[config.mk]
export PLATFORM = sky130hd
export DESIGN_NAME = adcc_top
export DESIGN_NICKNAME = d
export VERILOG_FILES = /design/src/shared/adcc_pkg.sv /design/src/rtl/adcc_top.sv
export SDC_FILE = /design/constraint.sdc
export NUM_CORES = 1
export LEC_CHECK = 0
export ABC_CLOCK_PERIOD_IN_PS = 2550
export BUFFER_PORTS_ARGS = -buffer_cell sky130_fd_sc_hd__buf_2
export CORE_ASPECT_RATIO = 2
export CORE_UTILIZATION = 48
export DETAILED_ROUTE_END_ITERATION = 12
export HOLD_SLACK_MARGIN = 0.1
export PLACE_DENSITY = 0.79
export SLEW_MARGIN = 5
export SYNTH_ARGS = -nofsm -noshare
export SYNTH_HDL_FRONTEND = slang
export SYNTH_SLANG_ARGS = --single-unit
export TNS_END_PERCENT = 30
[constraint.sdc]
create_clock -name mclk -period 2.55 [get_ports mclk]
set_input_delay 0.1275 -clock mclk [delete_from_list [all_inputs] [get_ports mclk]]
set_output_delay 0.1275 -clock mclk [all_outputs]
set_load 0.05 [all_outputs]
[src/shared/adcc_pkg.sv]
// Package of register map, field layout and timing constants for the converter control.
`default_nettype none

package adcc_pkg;

    // ****************************************************************
    // Register map.
    // ****************************************************************
    localparam logic [11:0] ADCC_CTRL_OFFSET   = 12'h000;
    localparam logic [11:0] ADCC_RESULT_OFFSET = 12'h004;
    localparam logic [11:0] ADCC_STATUS_OFFSET = 12'h008;

    // ****************************************************************
    // Control register field positions.
    // ****************************************************************
    localparam int ADCC_POWER_BIT = 0;
    localparam int ADCC_GO_BIT    = 1;
    localparam int ADCC_CHS_LSB   = 2;
    localparam int ADCC_ANS_LSB   = 6;

    // ****************************************************************
    // Reset values and timing.
    // ****************************************************************
    localparam logic [1:0] ADCC_ANS_RESET  = 2'h3;
    localparam logic [1:0] ADCC_CHS_RESET  = 2'h3;
    localparam int         ADCC_CLK_DIV    = 4;
    localparam int         ADCC_BIT_PERIODS = 13;
    localparam int         ADCC_RESULT_W   = 8;

    typedef enum logic [1:0] {
        ADCC_IDLE,
        ADCC_SAMPLE,
        ADCC_CONVERT
    } adcc_state_t;

endpackage

`default_nettype wire

[src/rtl/adcc_top.sv]
// Converter control block with APB register access and SAR sequencing.
`default_nettype none

module adcc_top #(
    parameter int RESULT_W = adcc_pkg::ADCC_RESULT_W
) (
    input  wire logic                 mclk,
    input  wire logic                 rst_n,
    input  wire logic                 psel,
    input  wire logic                 penable,
    input  wire logic                 pwrite,
    input  wire logic [11:0]          paddr,
    input  wire logic [31:0]          pwdata,
    output logic      [31:0]          prdata,
    output logic                      pready,
    output logic                      pslverr,
    input  wire logic                 sleep_enter,
    input  wire logic                 comparator_in,
    output logic      [1:0]           analog_input_sel,
    output logic                      dac_enable,
    output logic      [RESULT_W-1:0]  dac_trial,
    output logic                      sample_hold,
    output logic      [1:0]           digital_drive_block,
    output logic                      converter_power_on
);
    import adcc_pkg::*;

    // ****************************************************************
    // Control state.
    // ****************************************************************
    logic [1:0]          analog_pin_select;
    logic [1:0]          channel_select;
    logic                go_done;
    logic [1:0]          div_cnt;
    logic [3:0]          period_cnt;
    logic [RESULT_W-1:0] sar;
    logic [RESULT_W-1:0] conversion_result;
    logic                resolved_any;
    adcc_state_t         state;
    logic                cmp_meta;
    logic                cmp_sync;
    logic                tick;
    logic                wr_ctrl;
    logic                apb_access;
    logic                addr_ok;

    assign apb_access = psel && penable;
    assign wr_ctrl    = apb_access && pwrite && (paddr == ADCC_CTRL_OFFSET);
    assign tick       = (div_cnt == 2'(ADCC_CLK_DIV - 1));
    assign addr_ok    = (paddr == ADCC_CTRL_OFFSET) ||
                        (paddr == ADCC_RESULT_OFFSET) ||
                        (paddr == ADCC_STATUS_OFFSET);

    // Comparator comes from the analog side, so it is synchronised first.
    always_ff @(posedge mclk) begin
        if (!rst_n) begin
            cmp_meta <= 1'b0;
            cmp_sync <= 1'b0;
        end else begin
            cmp_meta <= comparator_in;
            cmp_sync <= cmp_meta;
        end
    end

    // Bit period divider; held at zero while idle, so that periods are always four clocks.
    always_ff @(posedge mclk) begin
        if (!rst_n || state == ADCC_IDLE) begin
            div_cnt <= 2'h0;
        end else begin
            div_cnt <= div_cnt + 2'h1;
        end
    end

    // Analog select survives sleep, only reset restores it.
    always_ff @(posedge mclk) begin
        if (!rst_n) begin
            analog_pin_select <= ADCC_ANS_RESET;
        end else if (wr_ctrl && !sleep_enter) begin
            analog_pin_select <= pwdata[ADCC_ANS_LSB +: 2];
        end
    end

    // Channel select is lost on sleep entry.
    always_ff @(posedge mclk) begin
        if (!rst_n) begin
            channel_select <= ADCC_CHS_RESET;
        end else if (sleep_enter) begin
            channel_select <= ADCC_CHS_RESET;
        end else if (wr_ctrl) begin
            channel_select <= pwdata[ADCC_CHS_LSB +: 2];
        end
    end

    // Power bit; sleep wins over a simultaneous write.
    always_ff @(posedge mclk) begin
        if (!rst_n || sleep_enter) begin
            converter_power_on <= 1'b0;
        end else if (wr_ctrl) begin
            converter_power_on <= pwdata[ADCC_POWER_BIT];
        end
    end

    // Go/done: software start and abort, hardware clear at completion.
    // A start is honoured only if the converter is already powered, so
    // a single write setting both bits does not start a conversion.
    always_ff @(posedge mclk) begin
        if (!rst_n || sleep_enter) begin
            go_done <= 1'b0;
        end else if (wr_ctrl) begin
            go_done <= pwdata[ADCC_GO_BIT] && converter_power_on;
        end else if (state == ADCC_CONVERT && tick &&
                     period_cnt == 4'(ADCC_BIT_PERIODS - 1)) begin
            go_done <= 1'b0;
        end
    end

    // Sequencer: two sample periods, eight bit decisions, three settle.
    always_ff @(posedge mclk) begin
        if (!rst_n) begin
            state      <= ADCC_IDLE;
            period_cnt <= 4'h0;
        end else if (!go_done || sleep_enter) begin
            state      <= ADCC_IDLE;
            period_cnt <= 4'h0;
        end else begin
            unique case (state)
                ADCC_IDLE: begin
                    state      <= ADCC_SAMPLE;
                    period_cnt <= 4'h0;
                end
                ADCC_SAMPLE: begin
                    if (tick) begin
                        period_cnt <= period_cnt + 4'h1;
                        if (period_cnt == 4'h1) begin
                            state <= ADCC_CONVERT;
                        end
                    end
                end
                ADCC_CONVERT: begin
                    if (tick) begin
                        period_cnt <= period_cnt + 4'h1;
                    end
                end
            endcase
        end
    end

    // Successive approximation register; bit index from the period count.
    always_ff @(posedge mclk) begin
        if (!rst_n) begin
            sar          <= '0;
            resolved_any <= 1'b0;
        end else if (state == ADCC_SAMPLE) begin
            sar          <= {1'b1, {(RESULT_W-1){1'b0}}};
            resolved_any <= 1'b0;
        end else if (state == ADCC_CONVERT && tick &&
                     period_cnt < 4'(2 + RESULT_W)) begin
            for (int i = 0; i < RESULT_W; i++) begin
                if (i == int'(period_cnt) - 2) begin
                    sar[RESULT_W-1-i] <= cmp_sync;
                    if (RESULT_W-2-i >= 0) begin
                        sar[RESULT_W-2-i] <= 1'b1;
                    end
                end
            end
            resolved_any <= 1'b1;
        end
    end

    // Result register: final value at completion, partial on any abort
    // only once a bit has been decided; reset leaves it untouched.
    always_ff @(posedge mclk) begin
        if (state == ADCC_CONVERT && tick &&
            period_cnt == 4'(ADCC_BIT_PERIODS - 1) && !sleep_enter &&
            !wr_ctrl) begin
            conversion_result <= sar;
        end else if (state != ADCC_IDLE && resolved_any &&
                     (sleep_enter || (wr_ctrl && !pwdata[ADCC_GO_BIT]))) begin
            conversion_result <= sar;
        end
    end

    // Pin and analog front-end outputs, all registered.
    always_ff @(posedge mclk) begin
        if (!rst_n) begin
            analog_input_sel    <= ADCC_CHS_RESET;
            digital_drive_block <= ADCC_ANS_RESET;
            dac_enable          <= 1'b0;
            dac_trial           <= '0;
            sample_hold         <= 1'b0;
        end else begin
            analog_input_sel    <= channel_select;
            digital_drive_block <= analog_pin_select;
            dac_enable          <= converter_power_on;
            dac_trial           <= sar;
            sample_hold         <= (state == ADCC_CONVERT);
        end
    end

    // APB slave: zero wait states, error on unmapped access or on a result or status write.
    always_ff @(posedge mclk) begin
        if (!rst_n) begin
            prdata  <= 32'h0000_0000;
            pready  <= 1'b0;
            pslverr <= 1'b0;
        end else begin
            pready  <= psel && !penable;
            pslverr <= psel && !penable &&
                       (!addr_ok || (pwrite && paddr != ADCC_CTRL_OFFSET));
            prdata  <= 32'h0000_0000;
            if (psel && !penable && !pwrite) begin
                unique case (paddr)
                    ADCC_CTRL_OFFSET: prdata <= {24'h00_0000,
                        analog_pin_select, 2'b00, channel_select,
                        go_done, converter_power_on};
                    ADCC_RESULT_OFFSET:
                        prdata <= {{(32-RESULT_W){1'b0}}, conversion_result};
                    ADCC_STATUS_OFFSET: prdata <= {28'h000_0000,
                        resolved_any, 1'b0, state};
                    default: prdata <= 32'h0000_0000;
                endcase
            end
        end
    end

endmodule

`default_nettype wire

==> out/qor.yml, run 1 <==
synth_top_area_share_pct: 39.24
port_buffers: 49
critPathRequiredTime_ps: 2550
overflow: 0
synthCells: 245
clk_latency_ps: 330
core_area_mm2: 0.004955
cts_buffers: 9
clock-sinks: 57
num_vias: 1869
power_density_mw_per_mm2: 650.5
end_kind: "flop"
preCtsSetupSlack_ps: 422.6
p_leak_nw: 1.353
viasPerCell: 5.065
slew_violations: 0
cts-root-buf: "clkbuf_8"
fin_worst_skew_ps: 9.077
dieArea_mm2: 0.005518
ff_latch_area_mm2: 0.001221
yosys-top-cells-area: "dfxtp_1 39%, edfxtp_1 9.6%, buf_4 7.2%, ha_1 5.0%, nor2_1 4.1%"
ir_drop_mv: 0.5345
synth_warnings: 0
rsz0062_at_grt: "false"
layout_min_cycle_time_ps: 2135
fmax_mhz: 468.5
period_share_pct: 83.71
die_height_um: 104.1
grt_pass1_vias: 1798
synth_top_cell_by_area: "dfxtp_1"
yosysSeqAreaShare_pct: 48.85
wl_um: 5047
cts_tree: "yes"
ys_seq_elements: 57
multi_input_area_mm2: 0.001111
diodes: 0
drive_above_1_share_pct: 23.08
max_cap_viol_count: 0
crit_type: "input pin to flop"
grt_pass1_wl_um: 7962
layout-area-overhead-vs-synth_pct: 19.97
setup_tns_ps: 0
hold_viol: 0
wl_per_cell_um: 13.68
hold_path_class: "input pin to flop"
arrival_ps: 2130
worst_slack_ps: 415.4
grt_usage_pct: 20.29
fillerInstances: 419
initial_core_util_pct: 50.45
cts-resized-gates: 0
nets: 368
die_w_um: 53.03
syn_area_mm2: 0.002500
syn_avg_cell_area_um2: 10.20
drt_iter0_markers: 41
clk_path_buf_depth: 2
grt_max_degree: 25
antenna_found_initial: 0
synth_cell_types: 42
num_io_pins: 100
start_kind: "input pin"
htree_num_levels: 3
drcViolationCount: 0
gp_congestion: 0.7926
rows: 36
dp_hpwl_um: 3834
outcome: "complete, no violations"
dr.pass1.iters: 4
setup-violations-final: 0
cp_max_fo: 8
clk_pin_slew_ps: 60
p_total_mw: 1.951
ant_nets: 0
-- cells in the final DEF, fill, tap and decap left out, types with 3 or more instances in the layout --
cell type      synthesis  final
buf_4                 24      4
nor2_1                27     27
inv_1                  8      8
mux2i_1               10     10
and2_1                15     15
a21oi_1                8      8
a311oi_1               6      6
and3_1                 3      3
conb_1                 1     24
a31oi_1                7      7
clkbuf_8               0      9
o21ai_0                3      3
nor2b_1                6      6
ha_1                  10     10
dfxtp_1               49     49
dlygate4sd3_1          0      8
nand2b_1               7      7
nand2_1                9      9
edfxtp_1               8      8
nand4_1                3      3
buf_2                  2     49
nand3_1                5      5
-- cells by family after synthesis --
family | synth area share [%]
AOI/OAI and AO/OA | 8.208
xor gates and xnor gates | 1.051
adders and majority gates | 5.405
buffers and inverters | 10.16
DFF | 48.85
muxes | 4.455
other | 0.1500
and+or+nand+nor | 21.72
-- metrics by stage --
stage,hold WS (ps),util (%),instance area [µm²],cells
floorplan,200.6,-,2586,268
global placement,340.3,54.67,2709,345
detailed placement,341.4,54.67,2709,345
CTS,110.9,60.53,2999,369
global route,132.7,60.53,2999,369
finish,129.8,60.53,2999,369
-- flip-flops by register name (all words and copies together), names as in the netlist, 2 cells and up --
register             flops
dac_trial                8
sar                      8
conversion_result        8
analog_input_sel         2
prdata                   8
analog_pin_select        2
state                    2
div_cnt                  2
digital_drive_block      2
period_cnt               4
channel_select           2
-- layer usage --
layer	global-route usage, %	wire, µm
met5	0	0
met4	12.03	173
met3	5.994	233
met2	37.97	2973
met1	16.99	1667
-- synth_stat cells --
| master | number |
|---|---|
| a21oi_1 | 8 |
| a311oi_1 | 6 |
| a31oi_1 | 7 |
| a41o_1 | 1 |
| and2_1 | 15 |
| and3_1 | 3 |
| and3b_1 | 2 |
| buf_2 | 2 |
| buf_4 | 24 |
| buf_6 | 1 |
| clkbuf_1 | 6 |
| conb_1 | 1 |
| dfxtp_1 | 49 |
| edfxtp_1 | 8 |
| ha_1 | 10 |
| inv_1 | 8 |
| maj3_1 | 1 |
| mux2_2 | 1 |
| mux2i_1 | 10 |
| nand2_1 | 9 |
| nand2b_1 | 7 |
| nand3_1 | 5 |
| nand3b_1 | 2 |
| nand4_1 | 3 |
| nand4_2 | 1 |
| nor2_1 | 27 |
| nor2b_1 | 6 |
| nor3_1 | 1 |
| nor3b_1 | 1 |
| nor4_4 | 2 |
| nor4b_4 | 1 |
| o21ai_0 | 3 |
| o21bai_1 | 1 |
| o311a_1 | 1 |
| o311ai_1 | 2 |
| o32ai_1 | 1 |
| or2_1 | 2 |
| or3_1 | 1 |
| or3b_1 | 2 |
| or4b_1 | 1 |
| xnor2_1 | 2 |
| xor2_1 | 1 |
-- worst max-delay path: stages --
cell and delay [ps]:
dlygate4sd3_1 530, buf_2 130, nor4_4 220, nand4_2 290, or4b_1 540, nand3_1 290
-- power breakdown --
part | total (mW) | switching (mW) | leakage (nW) | internal, mW
Sequential | 0.911 | 0.000797 | 0.470 | 0.911
Clock | 0.888 | 0.343 | 0.108 | 0.545
Combinational | 0.152 | 0.117 | 0.775 | 0.0345
Total | 1.95 | 0.461 | 1.35 | 1.49
-- worst paths after layout --
path | from | to | slack (ps) | cells after the start
worst max-delay path | paddr[8] | conversion_result[3] | 420 | 6
worst min-delay path | psel | pready | 130 | 3
worst max register to register | state[0] | conversion_result[3] | 640 | 4
worst min register to register | div_cnt[0] | div_cnt[0] | 440 | 1
-- repair_timing --
action / in CTS / in global routing
hold buffers: 8 / 0
endpoints found under the hold margin: 7 / 0
setup buffers: 0 / 0
-- cell type report --
cell class	instances	area share [%]
clock buffers	10	4.255
clock inverters	6	2.753
inverters	8	1.001
multi-input cells	170	37.05
flip-flops and latches	57	40.72
well taps	57	2.378
repair buffers	61	11.85
No activity file was read; power rests on OpenSTA's default activity.
==> run 2: changes to the inputs <==
--- a/config.mk
+++ b/config.mk
@@ -5,13 +5,14 @@
 export SDC_FILE = /design/constraint.sdc
 export NUM_CORES = 1
 export LEC_CHECK = 0
-export ABC_CLOCK_PERIOD_IN_PS = 2550
+export ABC_AREA = 1
+export ABC_CLOCK_PERIOD_IN_PS = 1800
 export BUFFER_PORTS_ARGS = -buffer_cell sky130_fd_sc_hd__buf_2
 export CORE_ASPECT_RATIO = 2
-export CORE_UTILIZATION = 48
+export CORE_UTILIZATION = 44
 export DETAILED_ROUTE_END_ITERATION = 12
 export HOLD_SLACK_MARGIN = 0.1
-export PLACE_DENSITY = 0.79
+export PLACE_DENSITY = 0.76
 export SLEW_MARGIN = 5
 export SYNTH_ARGS = -nofsm -noshare
 export SYNTH_HDL_FRONTEND = slang
==> constraint.sdc (replaced) <==
create_clock -name mclk -period 1.8 [get_ports mclk]
set_input_delay 0.09 -clock mclk [delete_from_list [all_inputs] [get_ports mclk]]
set_output_delay 0.09 -clock mclk [all_outputs]
set_load 0.05 [all_outputs]
==> out/qor.yml, run 2 <==
synth_warnings: 0
grt_pass1_wl_um: 9004
power_frac_comb_pct: 6.5
overflow: 0
cts-root-buf: "clkbuf_16"
drt_iter0_markers: 40
preCtsSetupSlack_ps: 170.7
drive_above_1_share_pct: 23.33
syn_area_mm2: 0.002610
max_cap_viol_count: 0
dieArea_mm2: 0.006263
fin_worst_skew_ps: 7.632
synthCells: 323
syn_avg_cell_area_um2: 8.081
grt_pass1_vias: 2134
ant_nets: 0
ff_latch_area_mm2: 0.001221
synthArstFlopShare_pct: 0
period_share_pct: 96.38
cts_buffers: 9
swShare_pct: 21.69
die_height_um: 110.9
dr.pass1.iters: 4
fillerInstances: 511
grt_usage_pct: 19.12
end_kind: "flop"
setup-violations-final: 0
wl_per_cell_um: 12.23
clk_latency_ps: 330
hold_path_class: "input pin to flop"
critPathMaxStageDelay_ps: 570
synth_edf_count: 8
p_leak_nw: 1.640
switchingPower_mw: 0.7262
nets: 459
yosys-top-cells-area: "dfxtp_1 38%, nand2_1 9.6%, edfxtp_1 9.2%, buf_4 7.2%, inv_1 6.2%"
ir_drop_mv: 1.144
power_density_mw_per_mm2: 1001
p_clk_share_pct: 54.8
critPathRequiredTime_ps: 2070
synth_top_area_share_pct: 37.58
layout_common_cells: "67 x nand2_1, 49 x dfxtp_1, 49 x buf_2, 43 x inv_1, 30 x nor2_1"
ys_seq_elements: 57
synth_most_common_cell: "nand2_1"
crit_family: "buffers and inverters"
clk_pin_slew_ps: 50
diodes: 0
dp_hpwl_um: 3979
gp_congestion: 0.8532
power.internal_mw: 2.622
fmax_mhz: 576.4
synthFlopType: "dfxtp_1"
synth_cell_types: 35
drcViolationCount: 0
crit_buf_inv: 4
rsz0062_at_grt: "false"
outcome: "complete, no violations"
hold_viol: 0
clock-sinks: 57
synth_commonest_cells: "67 x nand2_1, 49 x dfxtp_1, 43 x inv_1, 31 x nor2_1"
htree_num_levels: 3
antenna_found_initial: 0
cp_max_fo: 11
seqPwrFrac_pct: 38.7
grt_max_degree: 17
arrival_ps: 2000
viasPerCell: 4.761
port_buffers: 49
rows: 39
layout-area-overhead-vs-synth_pct: 28.19
crit_type: "input pin to flop"
crit_chain: "dlygate4sd3_1 -> buf_2 -> nand3_1 -> nand3b_4 -> buf_8 -> nor2_4 -> nand2_1 -> dlygate4sd3_1 -> nand2_1"
whs_ps: 127.8
worst_slack_ps: 65.11
slowest_stage: "dlygate4sd3_1"
initial_core_util_pct: 45.72
p_total_mw: 3.348
synth_top_cell_by_area: "dfxtp_1"
die_w_um: 56.46
num_vias: 2209
cts_tree: "yes"
num_io_pins: 100
slew_violations: 0
post_cts_buffers: 0
clk_path_buf_depth: 2
wl_um: 5673
multi_input_area_mm2: 0.001111
final_common_cell: "nand2_1"
start_kind: "input pin"
yosysSeqAreaShare_pct: 46.79
layout_min_cycle_time_ps: 1735
setup_tns_ps: 0
core_area_mm2: 0.005709
post-route-util_pct: 58.60
-- run 2: cell count changes in the layout (fill, tap and decap cells not counted), sizes merged, moves of 10 or more --
cell / change
nand2: +60
inv: +39
nand3: +20
and2: -15
mux2i: -10
nor2: +10
-- run 2: cell type report --
class,count,area share (%)
repair buffers,69,13.01
well taps,61,2.281
inverters,46,5.161
clock buffers,11,7.554
clock inverters,5,2.281
multi-input cells,215,33.21
flip-flops and latches,57,36.50
-- run 2: repair_timing --
item / CTS / global route
endpoints found under the hold margin: 9 / 0
gates resized for setup: 0 / 5
hold buffers: 13 / 0
setup endpoints to repair: 0 / 3
-- run 2: final timing paths --
check | start | end | slack, ps | cells after the start
worst max register to register | period_cnt[1] | sar[7] | 160 | 9
worst min register to register | cmp_meta | cmp_sync | 400 | 2
worst min-delay path | rst_n | sar[7] | 130 | 3
worst max-delay path | pwrite | analog_pin_select[0] | 70 | 9
-- run 2: cells by family after synthesis --
logic type	after synthesis	synth area share, %
XOR/XNOR	2	0.6713
buffers and inverters	74	14.57
other	1	0.1437
flip-flops	57	46.79
adder cells (fa/ha/maj)	10	4.794
AO/OA/AOI/OAI	31	6.903
AND/OR/NAND/NOR	148	26.13
-- run 2: tightest hold or removal path: stages --
cell,delay (ps)
buf_2,100
inv_2,90
a21oi_1,130
-- run 2: routing by layer --
metal	part of all wire [%]	global-route usage (%)	vias up	wire, µm
met5	0	0	-	0
met4	5.7	15.12	0	326
met3	4.0	4.317	23	226
met2	57	36.24	71	3233
met1	33	15.75	996	1885
li1	-	-	1119	-
-- run 2: power groups by stage --
stage	Sequential, mW	Combinational, mW	Clock, mW
2_1_floorplan	1.33	0.185	0
3_3_place_gp	1.32	0.195	0
3_5_place_dp	1.32	0.197	0
4_1_cts	1.29	0.214	1.86
5_1_grt	1.29	0.230	1.92
6_report	1.29	0.217	1.84
-- run 2: per-stage QoR --
step,instances,cell area [µm²]
5_1_grt,464,3346
4_1_cts,464,3322
3_5_place_dp,435,2863
2_1_floorplan,346,2696
6_report,464,3346
3_3_place_gp,435,2863
==> run 3: changes to the inputs <==
--- a/config.mk
+++ b/config.mk
@@ -12,6 +12,7 @@
 export CORE_UTILIZATION = 44
 export DETAILED_ROUTE_END_ITERATION = 12
 export HOLD_SLACK_MARGIN = 0.1
+export MAX_ROUTING_LAYER = met4
 export PLACE_DENSITY = 0.76
 export SLEW_MARGIN = 5
 export SYNTH_ARGS = -nofsm -noshare
==> constraint.sdc (replaced) <==
create_clock -name mclk -period 1.8 [get_ports mclk]
set_input_delay 0.27 -clock mclk [delete_from_list [all_inputs] [get_ports mclk]]
set_output_delay 0.27 -clock mclk [all_outputs]
set_load 0.05 [all_outputs]
==> out/qor.yml, run 3 (synthesized netlist as in run 2, its figures left out) <==
ir_drop_mv: 0.9402
viasPerCell: 4.801
hold_path_class: "input pin to flop"
hold_viol: 0
fmax_mhz: 623.5
initial_core_util_pct: 45.72
setup_tns_ps: 0
port_buffers: 49
dr.pass1.iters: 4
cts_tree: "yes"
wl_um: 5285
startpoint: "period_cnt[1]"
r2r_slack_ps: 200
r2r.worst_path.cells: 9
layout_common_cells: "66 x nand2_1, 49 x dfxtp_1, 49 x buf_2, 43 x inv_1, 31 x nor2_1"
core_area_mm2: 0.005709
layout_min_cycle_time_ps: 1604
antenna_found_initial: 0
hp-start: "penable"
wl_per_cell_um: 11.69
use_met2_pct: 35.53
crit_type: "flop to flop"
timing.rr.end: "sar[7]"
num_io_pins: 100
cts-root-buf: "clkbuf_16"
start_kind: "flop"
grt_usage_pct: 19.30
use_met3_pct: 5.134
ant_nets: 0
diodes: 0
htree_num_levels: 3
clk_latency_ps: 320
setup-violations-final: 0
gp_congestion: 0.8778
power_density_mw_per_mm2: 959.3
critPathRequiredTime_ps: 2010
drcViolationCount: 0
r2r-start: "period_cnt[1]"
worstHoldEndpoint: "pready"
drive_above_1_share_pct: 23.53
rsz0062_at_grt: "false"
die_height_um: 110.9
overflow: 0
gr-usage-met1_pct: 14.69
die_w_um: 56.46
p_leak_nw: 1.547
stdcell_count: 452
min_delay_path_depth: 2
max_cap_viol_count: 0
rows: 39
grt_pass1_vias: 2131
cts_buffers: 9
whs_ps: 131.7
arrival_ps: 1810
nets: 447
slew_violations: 0
clk_path_buf_depth: 2
outcome: "complete, no violations"
fin_worst_skew_ps: 5.921
dpl.cell_count: 436
cts-hold-fix-buffers: 0
clk_pin_slew_ps: 50
grt_pass1_wl_um: 8825
end_kind: "flop"
period_share_pct: 89.10
num_vias: 2170
dieArea_mm2: 0.006263
cp_max_fo: 8
dp_hpwl_um: 4120
busiest_layer: "met2"
grt_max_degree: 17
drt_iter0_markers: 69
final_common_cell: "nand2_1"
layout-area-overhead-vs-synth_pct: 20.57
clock-sinks: 57
post-route-util_pct: 55.12
post_cts_buffers: 0
==> run 3: cell types whose count changed in the layout (fill, tap and decap cells not counted), sizes merged <==
| cell | delta |
|---|---|
| dlygate4sd3 | -13 |
| bufinv | -2 |
| clkinv | +2 |
| clkbuf | +1 |
| inv | -1 |
| buf | +1 |
==> run 3: critical path: stages (launching register included) <==
cell and delay, ps:
dfxtp_1 380, inv_1 120, ha_1 330, inv_1 70, nor2_4 180, nand3_1 90
nand2_1 90, nand2_1 90, nand2_1 80, a21oi_1 60
==> run 3: layout make-up <==
type / count / area [µm²]
multi-input combinational: 215 / 1097
sequential: 57 / 1221
timing repair buffer: 57 / 305.3
clock buffer: 12 / 256.5
tap: 61 / 76.32
inverter: 46 / 172.7
clock inverter: 4 / 17.52
fill: 542 / 2562
==> run 3: power by group <==
group	total, mW	switching, mW	internal (mW)
clock	1.52	0.536	0.988
sequential	1.30	0.00191	1.29
combinational	0.199	0.162	0.0367
total	3.02	0.701	2.32
==> run 3: worst max-delay path by stage <==
stage / end / slack (ps) / cells after the start
2_1_floorplan: conversion_result[0] / 240 / 6
3_3_place_gp: conversion_result[4] / 90 / 7
3_5_place_dp: conversion_result[4] / 40 / 7
4_1_cts: conversion_result[6] / 120 / 8
5_1_grt: sar[4] / 1 / 11
6_report: sar[7] / 200 / 9
==> run 3: through the flow <==
| step | setup slack, ps | area, µm² | power, mW |
|---|---|---|---|
| floorplan | 238.0 | 2696 | 1.510 |
| global placement | 87.24 | 2870 | 1.516 |
| detailed placement | 43.85 | 2870 | 1.518 |
| CTS | 117.6 | 3144 | 3.048 |
| global route | 1.124 | 3147 | 3.104 |
| finish | 196.2 | 3147 | 3.019 |
==> run 3: repair_timing <==
action | 4_1_cts | 5_1_grt
resized for setup | 0 | 1
endpoints found under the hold margin | 0 | 0
setup endpoints to repair | 0 | 8
==> run 3: per-layer routing <==
layer / up-vias / share of wire [%]
li1: 1100 / -
met1: 966 / 32
met2: 78 / 58
met3: 26 / 4.2
met4: 0 / 5.4
met5: - / 0
